==> config.mk <==
export PLATFORM = sky130hd
export DESIGN_NAME = smsp_port
export DESIGN_NICKNAME = d
export VERILOG_FILES = /design/src/logic/smsp_pkg.sv /design/src/logic/smsp_fifo_mem.sv /design/src/logic/smsp_port.sv
export SDC_FILE = /design/constraint.sdc
export NUM_CORES = 1
export LEC_CHECK = 0
export ABC_AREA = 1
export BUFFER_PORTS_ARGS = -buffer_cell sky130_fd_sc_hd__buf_2
export CAP_MARGIN = 30
export CORE_UTILIZATION = 62
export DETAILED_ROUTE_END_ITERATION = 6
export PLACE_DENSITY = 0.86
export SLEW_MARGIN = 25
export SYNTH_ARGS = -nofsm -noshare
export SYNTH_HDL_FRONTEND = slang
export SYNTH_SLANG_ARGS = --single-unit
export TNS_END_PERCENT = 50
==> constraint.sdc <==
create_clock -name core_clk -period 11.2 [get_ports core_clk]
set_clock_uncertainty 0.2 [all_clocks]
set_input_delay 3.36 -clock core_clk [delete_from_list [all_inputs] [get_ports core_clk]]
set_output_delay 3.36 -clock core_clk [all_outputs]
set_load 0.1 [all_outputs]
==> src/logic/smsp_pkg.sv <==
package smsp_pkg;
  // register byte addresses
  localparam logic [31:0] STATUS_OFS = 32'hFFFF0A00;
  localparam logic [31:0] RX_OFS = 32'hFFFF0A04;
  localparam logic [31:0] TX_OFS = 32'hFFFF0A08;
  localparam logic [31:0] DIV_OFS = 32'hFFFF0A0C;
  localparam logic [31:0] CON_OFS = 32'hFFFF0A10;
  // control field positions
  localparam int CON_EN = 0;
  localparam int CON_MASTER = 1;
  localparam int CON_CPHA = 2;
  localparam int CON_CPOL = 3;
  localparam int CON_TXMODE = 6;
  localparam int CON_RFLUSH = 12;
  localparam int CON_TFLUSH = 13;
  localparam int CON_THR_LO = 14;
  localparam logic [15:0] CON_WMASK = 16'hF04F;
  // status field positions
  localparam int ST_ANY = 0;
  localparam int ST_TXLVL_LO = 1;
  localparam int ST_TXUF = 4;
  localparam int ST_TXIRQ = 5;
  localparam int ST_RXIRQ = 6;
  localparam int ST_OVF = 7;
  localparam int ST_RXLVL_LO = 8;
  localparam int ST_REX = 11;
  // reset values
  localparam logic [15:0] CON_RESET = 16'h0000;
  localparam logic [7:0] DIV_RESET = 8'h00;
  localparam logic [31:0] STATUS_RESET = 32'h00000000;
  // data path
  localparam int BYTE_W = 8;
  localparam int FIFO_DEPTH = 4;
  localparam int FIFO_AW = 2;
  localparam int LVL_W = 3;
  localparam int DIV_W = 8;
  localparam logic [7:0] UNDERFLOW_BYTE = 8'h00;
  localparam logic [4:0] EDGES_PER_BYTE = 5'h10;
  // timing
  localparam int CORE_CLK_HZ = 20_000_000;
  localparam int MASTER_MAX_BPS = 20_000_000;
  localparam int SLAVE_MAX_BPS = 10_000_000;
  localparam int SLAVE_MIN_CYC_PER_BIT = CORE_CLK_HZ / SLAVE_MAX_BPS;
  typedef enum logic [1:0] {
    M_IDLE = 2'b00,
    M_XFER = 2'b01,
    M_GAP = 2'b10
  } smsp_mstate_e;
endpackage : smsp_pkg

==> src/logic/smsp_fifo_mem.sv <==
`timescale 1ns/10ps
module smsp_fifo_mem #(
  parameter int W = 8,
  parameter int DEPTH = 4,
  parameter int AW = 2
) (
  input wire logic core_clk,
  input wire logic rst,
  input wire logic wr_en,
  input wire logic [AW-1:0] wr_addr,
  input wire logic [W-1:0] wr_data,
  input wire logic [AW-1:0] rd_addr,
  output logic [W-1:0] rd_data
);
  logic [W-1:0] mem [DEPTH];

  always_ff @(posedge core_clk) begin
    if (wr_en) begin
      mem[wr_addr] <= wr_data;
    end
  end

  always_ff @(posedge core_clk or posedge rst) begin
    if (rst) begin
      rd_data <= '0;
    end else begin
      rd_data <= mem[rd_addr];
    end
  end
endmodule : smsp_fifo_mem

==> src/logic/smsp_port.sv <==
// Function
// - each byte shifts eight bits out and in together, most significant first
// - data-in line from slave is input as master, driven output as slave
// - data-out line to slave is driven output as master, input as slave
// - serial clock out as master, in as slave; eight periods per byte
// - master clock rate is core clock over 2 times (1 plus divider)
// - master bit rates up to 20 Mbps; the divider gives at most 10 Mbps from the 20 MHz core clock
// - slave accepts up to 10 Mbps; external master must not go faster
// - data launched on one clock edge, sampled on the other, per polarity/phase
// - slave transfer runs from chip select falling until it rises
// - master drives chip select low at start, high at completion
// - status bit 11 set while receive level exceeds threshold count
// - status bits 10:8 give receive level, zero to four
// - bit 7 flags byte arriving into full receive FIFO; cleared by read
// - bit 6 flags receive threshold reached when transmit mode off
// - bit 5 flags transmit threshold reached when transmit mode on
// - bit 4 flags transfer start with empty transmit FIFO
// - status bits 3:1 give transmit level, zero to four
// - bit 0 set by any interrupt source, cleared by status read; here underflow does not set it while transmit flush is set
// - two-bit threshold selects one to four bytes
// - transmit flush empties FIFO and ignores writes while set
// - receive flush empties FIFO, drops bytes, blocks interrupts while set
//
// Register access over APB was left to the implementer.
`timescale 1ns/10ps
module smsp_port (
  input wire logic core_clk,
  input wire logic rst,
  input wire logic psel,
  input wire logic penable,
  input wire logic pwrite,
  input wire logic [31:0] paddr,
  input wire logic [31:0] pwdata,
  output logic [31:0] prdata,
  output logic pready,
  output logic pslverr,
  input wire logic sclk_i,
  output logic sclk_o,
  output logic sclk_oe,
  input wire logic mosi_i,
  output logic mosi_o,
  output logic mosi_oe,
  input wire logic miso_i,
  output logic miso_o,
  output logic miso_oe,
  input wire logic cs_n_i,
  output logic cs_n_o,
  output logic cs_n_oe
);
  function automatic logic [2:0] thr_bytes(input logic [1:0] code);
    thr_bytes = {1'b0, code} + 3'h1;
  endfunction : thr_bytes

  function automatic logic map_ok(input logic [31:0] a);
    map_ok = (a == smsp_pkg::STATUS_OFS) || (a == smsp_pkg::RX_OFS) ||
             (a == smsp_pkg::TX_OFS) || (a == smsp_pkg::DIV_OFS) ||
             (a == smsp_pkg::CON_OFS);
  endfunction : map_ok

  logic [15:0] con_reg;
  logic [7:0] div_reg;
  logic [31:0] prdata_reg;
  logic en, master, cpha, cpol, txmode, rflush, tflush;
  logic [1:0] thr;
  assign en = con_reg[smsp_pkg::CON_EN];
  assign master = con_reg[smsp_pkg::CON_MASTER];
  assign cpha = con_reg[smsp_pkg::CON_CPHA];
  assign cpol = con_reg[smsp_pkg::CON_CPOL];
  assign txmode = con_reg[smsp_pkg::CON_TXMODE];
  assign rflush = con_reg[smsp_pkg::CON_RFLUSH];
  assign tflush = con_reg[smsp_pkg::CON_TFLUSH];
  assign thr = con_reg[smsp_pkg::CON_THR_LO +: 2];

  // apb slave: zero wait states
  logic setup, wr_acc, rd_acc, st_rd, rx_rd;
  assign setup = psel && !penable;
  assign wr_acc = psel && penable && pwrite;
  assign rd_acc = psel && penable && !pwrite;
  assign pready = 1'b1;
  assign pslverr = psel && penable && !map_ok(paddr);
  assign prdata = prdata_reg;
  assign st_rd = rd_acc && (paddr == smsp_pkg::STATUS_OFS);
  assign rx_rd = rd_acc && (paddr == smsp_pkg::RX_OFS);

  always_ff @(posedge core_clk or posedge rst) begin
    if (rst) begin
      con_reg <= smsp_pkg::CON_RESET;
      div_reg <= smsp_pkg::DIV_RESET;
    end else if (wr_acc) begin
      if (paddr == smsp_pkg::CON_OFS) begin
        con_reg <= pwdata[15:0] & smsp_pkg::CON_WMASK;
      end
      if (paddr == smsp_pkg::DIV_OFS) begin
        div_reg <= pwdata[7:0];
      end
    end
  end

  // fifo state
  logic [1:0] tx_wp_reg, tx_rp_reg, rx_wp_reg, rx_rp_reg;
  logic [2:0] tx_cnt_reg, tx_cnt_d_reg, rx_cnt_reg, rx_cnt_d_reg;
  logic [7:0] tx_head, rx_head, rx_byte;
  logic tx_avail, rx_avail, tx_push, tx_pop, rx_push, rx_pop;
  logic start, slave_load, byte_done, ovf_evt, uf_evt;
  // head word is valid once the count has been non-zero for a cycle
  assign tx_avail = (tx_cnt_reg != 3'h0) && (tx_cnt_d_reg != 3'h0);
  assign rx_avail = (rx_cnt_reg != 3'h0) && (rx_cnt_d_reg != 3'h0);
  assign tx_push = wr_acc && (paddr == smsp_pkg::TX_OFS) && !tflush &&
                   (tx_cnt_reg != 3'(smsp_pkg::FIFO_DEPTH));
  assign tx_pop = start || (slave_load && tx_avail);
  assign rx_push = byte_done && !rflush &&
                   (rx_cnt_reg != 3'(smsp_pkg::FIFO_DEPTH));
  assign ovf_evt = byte_done && !rflush &&
                   (rx_cnt_reg == 3'(smsp_pkg::FIFO_DEPTH));
  assign rx_pop = rx_rd && rx_avail;
  assign uf_evt = slave_load && !tx_avail;

  always_ff @(posedge core_clk or posedge rst) begin
    if (rst) begin
      tx_wp_reg <= 2'h0;
      tx_rp_reg <= 2'h0;
      tx_cnt_reg <= 3'h0;
      tx_cnt_d_reg <= 3'h0;
    end else begin
      tx_cnt_d_reg <= tx_cnt_reg;
      if (tflush) begin
        tx_wp_reg <= 2'h0;
        tx_rp_reg <= 2'h0;
        tx_cnt_reg <= 3'h0;
      end else begin
        tx_wp_reg <= tx_wp_reg + {1'b0, tx_push};
        tx_rp_reg <= tx_rp_reg + {1'b0, tx_pop};
        tx_cnt_reg <= tx_cnt_reg + {2'b0, tx_push} - {2'b0, tx_pop};
      end
    end
  end

  always_ff @(posedge core_clk or posedge rst) begin
    if (rst) begin
      rx_wp_reg <= 2'h0;
      rx_rp_reg <= 2'h0;
      rx_cnt_reg <= 3'h0;
      rx_cnt_d_reg <= 3'h0;
    end else begin
      rx_cnt_d_reg <= rx_cnt_reg;
      if (rflush) begin
        rx_wp_reg <= 2'h0;
        rx_rp_reg <= 2'h0;
        rx_cnt_reg <= 3'h0;
      end else begin
        rx_wp_reg <= rx_wp_reg + {1'b0, rx_push};
        rx_rp_reg <= rx_rp_reg + {1'b0, rx_pop};
        rx_cnt_reg <= rx_cnt_reg + {2'b0, rx_push} - {2'b0, rx_pop};
      end
    end
  end

  smsp_fifo_mem #(.W(smsp_pkg::BYTE_W), .DEPTH(smsp_pkg::FIFO_DEPTH),
                  .AW(smsp_pkg::FIFO_AW)) u_tx_mem (
    .core_clk(core_clk),
    .rst(rst),
    .wr_en(tx_push),
    .wr_addr(tx_wp_reg),
    .wr_data(pwdata[7:0]),
    .rd_addr(tx_rp_reg),
    .rd_data(tx_head)
  );

  smsp_fifo_mem #(.W(smsp_pkg::BYTE_W), .DEPTH(smsp_pkg::FIFO_DEPTH),
                  .AW(smsp_pkg::FIFO_AW)) u_rx_mem (
    .core_clk(core_clk),
    .rst(rst),
    .wr_en(rx_push),
    .wr_addr(rx_wp_reg),
    .wr_data(rx_byte),
    .rd_addr(rx_rp_reg),
    .rd_data(rx_head)
  );

  // master clock generator and chip select
  smsp_pkg::smsp_mstate_e mstate_reg;
  logic [7:0] hc_reg;
  logic [4:0] edge_cnt_reg;
  logic sclk_reg, cs_n_reg, m_tick;
  assign start = en && master && (mstate_reg == smsp_pkg::M_IDLE) && tx_avail && !tflush;
  assign m_tick = (mstate_reg != smsp_pkg::M_IDLE) && (hc_reg == div_reg);

  always_ff @(posedge core_clk or posedge rst) begin
    if (rst) begin
      mstate_reg <= smsp_pkg::M_IDLE;
      hc_reg <= 8'h00;
      edge_cnt_reg <= 5'h00;
      sclk_reg <= 1'b0;
      cs_n_reg <= 1'b1;
    end else if (!(en && master)) begin
      mstate_reg <= smsp_pkg::M_IDLE;
      hc_reg <= 8'h00;
      edge_cnt_reg <= 5'h00;
      sclk_reg <= cpol;
      cs_n_reg <= 1'b1;
    end else begin
      hc_reg <= m_tick ? 8'h00 : hc_reg + 8'h01;
      case (mstate_reg)
        smsp_pkg::M_IDLE: begin
          sclk_reg <= cpol;
          hc_reg <= 8'h00;
          edge_cnt_reg <= 5'h00;
          if (start) begin
            cs_n_reg <= 1'b0;
            mstate_reg <= smsp_pkg::M_XFER;
          end
        end
        smsp_pkg::M_XFER: begin
          if (m_tick) begin
            sclk_reg <= !sclk_reg;
            edge_cnt_reg <= edge_cnt_reg + 5'h01;
            if (edge_cnt_reg == smsp_pkg::EDGES_PER_BYTE - 5'h01) begin
              cs_n_reg <= 1'b1;
              mstate_reg <= smsp_pkg::M_GAP;
            end
          end
        end
        smsp_pkg::M_GAP: begin
          if (m_tick) begin
            mstate_reg <= smsp_pkg::M_IDLE;
          end
        end
        default: begin
          mstate_reg <= smsp_pkg::M_IDLE;
        end
      endcase
    end
  end

  // edge detection for both roles; slave pins are synchronous to core_clk
  logic sclk_prev_reg, cs_prev_reg, s_act, s_edge, cs_fall;
  logic lead, trail, sample_edge, launch_edge, din;
  assign s_act = en && !master && !cs_n_i;
  assign s_edge = s_act && (sclk_i != sclk_prev_reg);
  assign cs_fall = en && !master && cs_prev_reg && !cs_n_i;
  assign lead = master ? (m_tick && mstate_reg == smsp_pkg::M_XFER && sclk_reg == cpol) :
                (s_edge && sclk_prev_reg == cpol);
  assign trail = master ? (m_tick && mstate_reg == smsp_pkg::M_XFER && sclk_reg != cpol) :
                 (s_edge && sclk_prev_reg != cpol);
  assign sample_edge = cpha ? trail : lead;
  assign launch_edge = cpha ? lead : trail;
  assign din = master ? miso_i : mosi_i;

  always_ff @(posedge core_clk or posedge rst) begin
    if (rst) begin
      sclk_prev_reg <= 1'b0;
      cs_prev_reg <= 1'b1;
    end else begin
      sclk_prev_reg <= sclk_i;
      cs_prev_reg <= cs_n_i;
    end
  end

  // shift engine
  logic [2:0] bit_cnt_reg;
  logic [6:0] rx_sh_reg;
  logic [7:0] tx_sh_reg, s_byte;
  logic out_bit_reg;
  assign s_byte = tx_avail ? tx_head : smsp_pkg::UNDERFLOW_BYTE;
  assign slave_load = (cs_fall && !cpha) ||
                      (!master && launch_edge && bit_cnt_reg == 3'h0);
  assign byte_done = sample_edge && (bit_cnt_reg == 3'h7);
  assign rx_byte = {rx_sh_reg, din};

  always_ff @(posedge core_clk or posedge rst) begin
    if (rst) begin
      bit_cnt_reg <= 3'h0;
      rx_sh_reg <= 7'h00;
      tx_sh_reg <= 8'h00;
      out_bit_reg <= 1'b0;
    end else if (start) begin
      bit_cnt_reg <= 3'h0;
      if (cpha) begin
        tx_sh_reg <= tx_head;
      end else begin
        out_bit_reg <= tx_head[7];
        tx_sh_reg <= {tx_head[6:0], 1'b0};
      end
    end else if (!master && cs_n_i) begin
      bit_cnt_reg <= 3'h0;
    end else begin
      if (sample_edge) begin
        rx_sh_reg <= rx_byte[6:0];
        bit_cnt_reg <= bit_cnt_reg + 3'h1;
      end
      if (slave_load) begin
        out_bit_reg <= s_byte[7];
        tx_sh_reg <= {s_byte[6:0], 1'b0};
      end else if (launch_edge && (cpha || bit_cnt_reg != 3'h0)) begin
        out_bit_reg <= tx_sh_reg[7];
        tx_sh_reg <= {tx_sh_reg[6:0], 1'b0};
      end
    end
  end

  // pins
  assign sclk_o = sclk_reg;
  assign sclk_oe = en && master;
  assign mosi_o = out_bit_reg;
  assign mosi_oe = en && master;
  assign miso_o = out_bit_reg;
  assign miso_oe = en && !master;
  assign cs_n_o = cs_n_reg;
  assign cs_n_oe = en && master;

  // event flags: a set wins over the read clear; only captured bits clear
  logic [2:0] tx_sent_reg;
  logic ovf_reg, rxirq_reg, txirq_reg, txuf_reg, any_reg;
  logic rex, rxirq_evt, txirq_evt, any_evt;
  logic [31:0] status_word;
  assign rex = rx_cnt_reg > thr_bytes(thr);
  assign rxirq_evt = !txmode && rx_push &&
                     (rx_cnt_reg + 3'h1 >= thr_bytes(thr));
  assign txirq_evt = txmode && byte_done &&
                     (tx_sent_reg + 3'h1 == thr_bytes(thr));
  assign any_evt = !rflush && (ovf_evt || rxirq_evt || txirq_evt ||
                               (uf_evt && !tflush));
  assign status_word = {16'h0000, 4'h0, rex, rx_cnt_reg, ovf_reg, rxirq_reg, txirq_reg,
                        txuf_reg, tx_cnt_reg, any_reg};

  always_ff @(posedge core_clk or posedge rst) begin
    if (rst) begin
      tx_sent_reg <= 3'h0;
    end else if (!txmode) begin
      tx_sent_reg <= 3'h0;
    end else if (byte_done) begin
      tx_sent_reg <= txirq_evt ? 3'h0 : tx_sent_reg + 3'h1;
    end
  end

  always_ff @(posedge core_clk or posedge rst) begin
    if (rst) begin
      ovf_reg <= 1'b0;
      rxirq_reg <= 1'b0;
      txirq_reg <= 1'b0;
      txuf_reg <= 1'b0;
      any_reg <= 1'b0;
    end else begin
      ovf_reg <= ovf_evt || (ovf_reg && !(st_rd && prdata_reg[smsp_pkg::ST_OVF]));
      rxirq_reg <= rxirq_evt ||
                   (rxirq_reg && !(st_rd && prdata_reg[smsp_pkg::ST_RXIRQ]));
      txirq_reg <= txirq_evt ||
                   (txirq_reg && !(st_rd && prdata_reg[smsp_pkg::ST_TXIRQ]));
      txuf_reg <= uf_evt || (txuf_reg && !(st_rd && prdata_reg[smsp_pkg::ST_TXUF]));
      any_reg <= any_evt || (any_reg && !(st_rd && prdata_reg[smsp_pkg::ST_ANY]));
    end
  end

  // read data captured in setup phase, before any clear
  always_ff @(posedge core_clk or posedge rst) begin
    if (rst) begin
      prdata_reg <= smsp_pkg::STATUS_RESET;
    end else if (setup && !pwrite) begin
      case (paddr)
        smsp_pkg::STATUS_OFS: prdata_reg <= status_word;
        smsp_pkg::RX_OFS: prdata_reg <= rx_avail ? {24'h000000, rx_head} : 32'h00000000;
        smsp_pkg::DIV_OFS: prdata_reg <= {24'h000000, div_reg};
        smsp_pkg::CON_OFS: prdata_reg <= {16'h0000, con_reg};
        default: prdata_reg <= 32'h00000000;
      endcase
    end
  end

  // checks
  logic [4:0] tog_cnt_reg;
  logic [7:0] hold_cnt_reg;
  always_ff @(posedge core_clk or posedge rst) begin
    if (rst) begin
      tog_cnt_reg <= 5'h00;
      hold_cnt_reg <= 8'h00;
    end else begin
      tog_cnt_reg <= start ? 5'h00 : tog_cnt_reg + {4'h0, lead || trail};
      // two below the cycles spent at the present clock level
      hold_cnt_reg <= start ? 8'hFF :
                      (sclk_reg != sclk_prev_reg) ? 8'h00 : hold_cnt_reg + 8'h01;
    end
  end
endmodule : smsp_port

# Word level (Yosys, flattened, before mapping)
# Memory sizes are Yosys's and may differ from the RTL's. A register that Yosys moved wholly into a read port is not among the register bits.
# Cells that the tools add are included.
# op_classes
n_addsub	14
n_mul	0
div_mod_pow	0
order_cmp	2
n_eq_ne	27
shift	0
mux	54
bitwise_logic	2
reduce_logical	105
# ops
operator	n
$eq A32 B32 Y1 const B	5
$mux W8	10
$pmux W16 S4	1
$logic_and A1 B1 Y1	56
$mux W3	8
$reduce_bool A3 Y1	7
$mux W1	20
$mux W2	9
$ne A3 B3 Y1 const B	6
$logic_not A1 Y1	16
$logic_or A1 B1 Y1	15
$mux W5	2
$pmux W5 S2	1
$add A3 B1 Y3 const B	3
$add A2 B1 Y2	4
$add A8 B1 Y8 const B	1
$eq A8 B8 Y1	1
$reduce_and A2 Y1	4
$reduce_and A4 Y1	2
$add A3 B1 Y3	2
$eq A3 B3 Y1 const B	2
$pmux W2 S3	1
$reduce_and A3 Y1	2
$sub A3 B1 Y3	2
18 further kinds	24
# word_totals
ff_bits	115
latchBits	0
ramBits	64
romBits	0
input_bits	73
output_inout_bits	42
elab_cells	234
memories	2
# memory_table
name	words	width	read_ports	rd_ports_with_merged_regs	write_ports	line	text
u_rx_mem.mem	4	8	1	1	1	smsp_fifo_mem.sv:15	logic [W-1:0] mem [DEPTH];
u_tx_mem.mem	4	8	1	1	1	smsp_fifo_mem.sv:15	

# Longest topological paths before layout
# logic_depth
word_depth	17
mapped_depth	22
depth_no_buf	21

# Cells and area by module
# Synthesis repeated with hierarchy kept, for this count alone.
# unflattened
hier_cells	1011
area_unflattened_um2	8854.7
# modules_own_cells
module	n_inst	cells_each	area_per_inst_um2	seq_area_each_um2
smsp_port	1	727	5671.7	2479.9
smsp_fifo_mem	2	142	1591.5	1161.1

# Worst setup path before layout
# No wires, ideal clock.
# synth_timing
path_kind	input-to-output
start	input paddr[10]
end	output pslverr
arrival_ps	5325
required_ps	7640
slack_ps	2315
cell_stages	10
path_buffers	0
path_cell_list	inv_1 -> nand2_1 -> nor2_1 -> nand2_1 -> nor3_1 -> nand2_1 -> inv_2 -> nor2_1 -> nand4_1 -> nor2_1
# synth_via
elab_chain_cells	7
word_cells_on_any_way	11
cone_classes	eq/ne (5); reduce/logical (6)
# synth_lines
element	line	text
start, declared	smsp_port.sv:32	input wire logic [31:0] paddr,
$eq A32 B32 Y1	smsp_port.sv:55	map_ok = (a == smsp_pkg::STATUS_OFS) || (a == smsp_pkg::RX_OFS) ||
$logic_or A1 B1 Y1 (2 in a row)	smsp_port.sv:55	
$logic_or A1 B1 Y1	smsp_port.sv:56	(a == smsp_pkg::TX_OFS) || (a == smsp_pkg::DIV_OFS) ||
$logic_or A1 B1 Y1 (*)	smsp_port.sv:56	
$logic_not A1 Y1 (*)	smsp_port.sv:80	assign pslverr = psel && penable && !map_ok(paddr);
$logic_and A1 B1 Y1 (*)	smsp_port.sv:80	
end, declared	smsp_port.sv:36	output logic pslverr,
# Mark *: on every way between the ends. The rest lies on a longest branch, timed or not.

# Worst setup path after layout
# layout_timing
start	input paddr[13]
end	output pslverr
# Same word-level chain as after synthesis.

==> metrics.csv <==
metric,value,unit
async_flop_share,0.642,
port_buffers,77,
fill_cells,946,
drv_cap,0,
fin_setup_tns,0,ns
yosysSeqAreaShare,0.561,
die_w,119,um
ff2ff_path_depth,17,
worstSkewPairLatency,0.44,ns
slew_headroom,0.442,
crit_buf_inv,2,
fmax,114,MHz
grt_remaining_overflow,0,
antenna_cells,0,
end_kind,output port,
worstHoldPathType,reg2reg,
startpoint,paddr[13],
synth_ff_type,dfrtp_1,
multi_input_area,3150,um2
max_stage_delay,0.34,ns
path_class,in2out,
grt_max_degree,73,
clk_path_buf_depth,2,
area_growth,12.3,%
num_rows,42,
tightest_slew,0.833,ns
cp.required,7.64,ns
place_hpwl,13.1,mm
grt_pass1_vias,6275,
wl_per_cell,16.1,um
cts_hold_buffers,0,
finalHoldViolCount,0,
worstPathArrival,5.22,ns
die_h,119,um
clkSinkCount,179,
r2r_setup_slack,7.85,ns
cts_setup_buffers,0,
total_power,0.00131,W
syn_area,8560,um2
vias_per_cell,5.62,
p_leak,4.50,nW
slew_violations,0,
cts_resized,0,
dr_total_vias,6685,
min_to,tx_cnt_d_reg[0]$_DFF_PP0_,
cts_htree_levels,4,
routed_wl,19.1,mm
post-route-drc-count,0,
crit_fanout,9,
post-route-min-period,8.78,ns
r2r-end,tx_cnt_reg[2]$_DFF_PP0_,
powerDensity,136,nW/um2
cts.clk_slew.worst_paths,0.07,ns
drtIter0Drc,589,
ios,115,
crit_chain,"buf_2, nor4_2, nand2_1, nor4_1, nand2_1, nand4_1, nor2_1, buf_2",
finalCritPeriodShare,0.784,
ir_worst_vdd,0.106,mV
ctsRootBufferMaster,clkbuf_16,
core_area,13300,um2
track_usage,0.280,
min_from,tx_cnt_reg[0]$_DFF_PP0_,
grt_pass1_wl,30.5,mm
grt_antenna_before_repair,0,
pre_cts_ws,2.48,ns
routabilityCongestion,0.886,
path_delay_family,simple AND/OR/NAND/NOR gates,
synthDistinctLibCells,47,
drt.antenna.violating_nets,0,
drive_gt1_frac,0.153,
initial_core_util,0.641,
dr.pass1.iters,7,
finalSetupViolCount,0,
critPathLaunchType,input port,
synth.avg_cell_area,9.27,um2
synth_seq_cells,179,
cts_tree,done,
hold_depth,0,
synth_edf_count,64,
yosysWarnings,0,
seq_area,4800,um2
cts-buffers-inserted,17,
rsz0062_at_grt,no,
synthCells,923,
cp_slowest_cell,nor4_2,
layout.nets,1098,
status,"complete, no violations",
worst_slack,2.42,ns
r2r_start,con_reg[1]$_DFFE_PP0P_,
dieArea,14300,um2
holdWs,0.221,ns
-- power breakdown --
part	switching, W	internal, W	total [W]
Clock	0.000266	0.000309	0.000575
Combinational	0.0000470	0.0000100	0.0000570
Sequential	0.000000276	0.000677	0.000677
Total	0.000313	0.000996	0.00131
-- metrics by stage --
step,cells,utilization,instance area [um2]
3_3_place_gp,1157,0.675,9010
4_1_cts,1189,0.718,9590
2_1_floorplan,938,-,8610
5_1_grt,1190,0.720,9610
6_report,1190,0.720,9610
3_5_place_dp,1157,0.675,9010
-- synthesized netlist by cell type (2+ instances only) --
master    instances  area [um2]
o31ai_1           8        60.1
nand3_1          44         220
inv_1           107         402
ha_1             22         275
buf_4            21         158
nor2_4            3        33.8
conb_1            2        7.51
o22ai_1          20         125
nor4_1            4        25.0
mux2_2            7        78.8
nor3_1            7        35.0
nand2_1         214         803
a21oi_1          10        50.1
o21ai_1           4        20.0
nor2_1           89         334
nor2_2            2        12.5
nand2_4           2        22.5
dfrtp_1         113        2830
o211ai_1          3        22.5
fa_1              2        40.0
buf_2             4        20.0
a31oi_1           2        12.5
or2_2             3        18.8
dfstp_2           2        52.6
nor3b_1           2        15.0
inv_2             6        22.5
nand2_2           5        31.3
clkbuf_1         11        41.3
edfxtp_1         64        1920
nor3_2            3        30.0
xor2_1            9        78.8
nand3_2           4        40.0
xnor2_1           6        52.6
nand4_1          17         106
o21ai_0          89         445
-- metal layers --
metal | wire length, um | share of wire | GRT usage | vias to the layer above
met4 | 529 | 0.028 | 0.118 | 0
met2 | 9190 | 0.48 | 0.451 | 279
li1 | - | - | - | 3177
met5 | 0 | 0 | 0 | -
met1 | 8120 | 0.42 | 0.373 | 3177
met3 | 1270 | 0.067 | 0.0551 | 52
-- cell usage in the layout (no fill, tap or decap), types with 7 or more instances in the layout --
cell and instances:
nand2_1 214, dfrtp_1 113, inv_1 106, o21ai_0 89
nor2_1 89, buf_2 77, edfxtp_1 64, nand3_1 44
ha_1 22, o22ai_1 20, clkbuf_16 18, nand4_1 17
conb_1 17, a21oi_1 10, xor2_1 9, o31ai_1 8
nor3_1 7, mux2_2 7, inv_6 7
-- cell type report --
type                            instances  share of cell area
Inverter                              114              0.0448
Timing Repair Buffer                   81              0.0445
Sequential cell                       179               0.500
Clock inverter                         13              0.0112
Clock buffer                           19              0.0483
Tap cell                              176              0.0229
Multi-Input combinational cell        608               0.328
-- how the worst max path moves through the flow --
stage | depth (start not counted) | to
after global routing | 8 | pslverr
after CTS | 9 | pslverr
after global placement | 9 | pslverr
final | 8 | pslverr
after floorplan | 10 | pslverr
after detailed placement | 8 | pslverr
-- cell families (layout without fill, tap and decap cells) --
kind of cell	Yosys count	in the layout	share of synthesized area
mux	7	7	0.00921
compound gates	139	139	0.0887
simple gates	406	406	0.211
other cells	2	17	0.000878
buf+inv	151	227	0.0769
flops	179	179	0.561
xor+xnor	15	15	0.0154
fa+ha+maj	24	24	0.0368
Note: power is estimated with default switching activity, not from simulation.
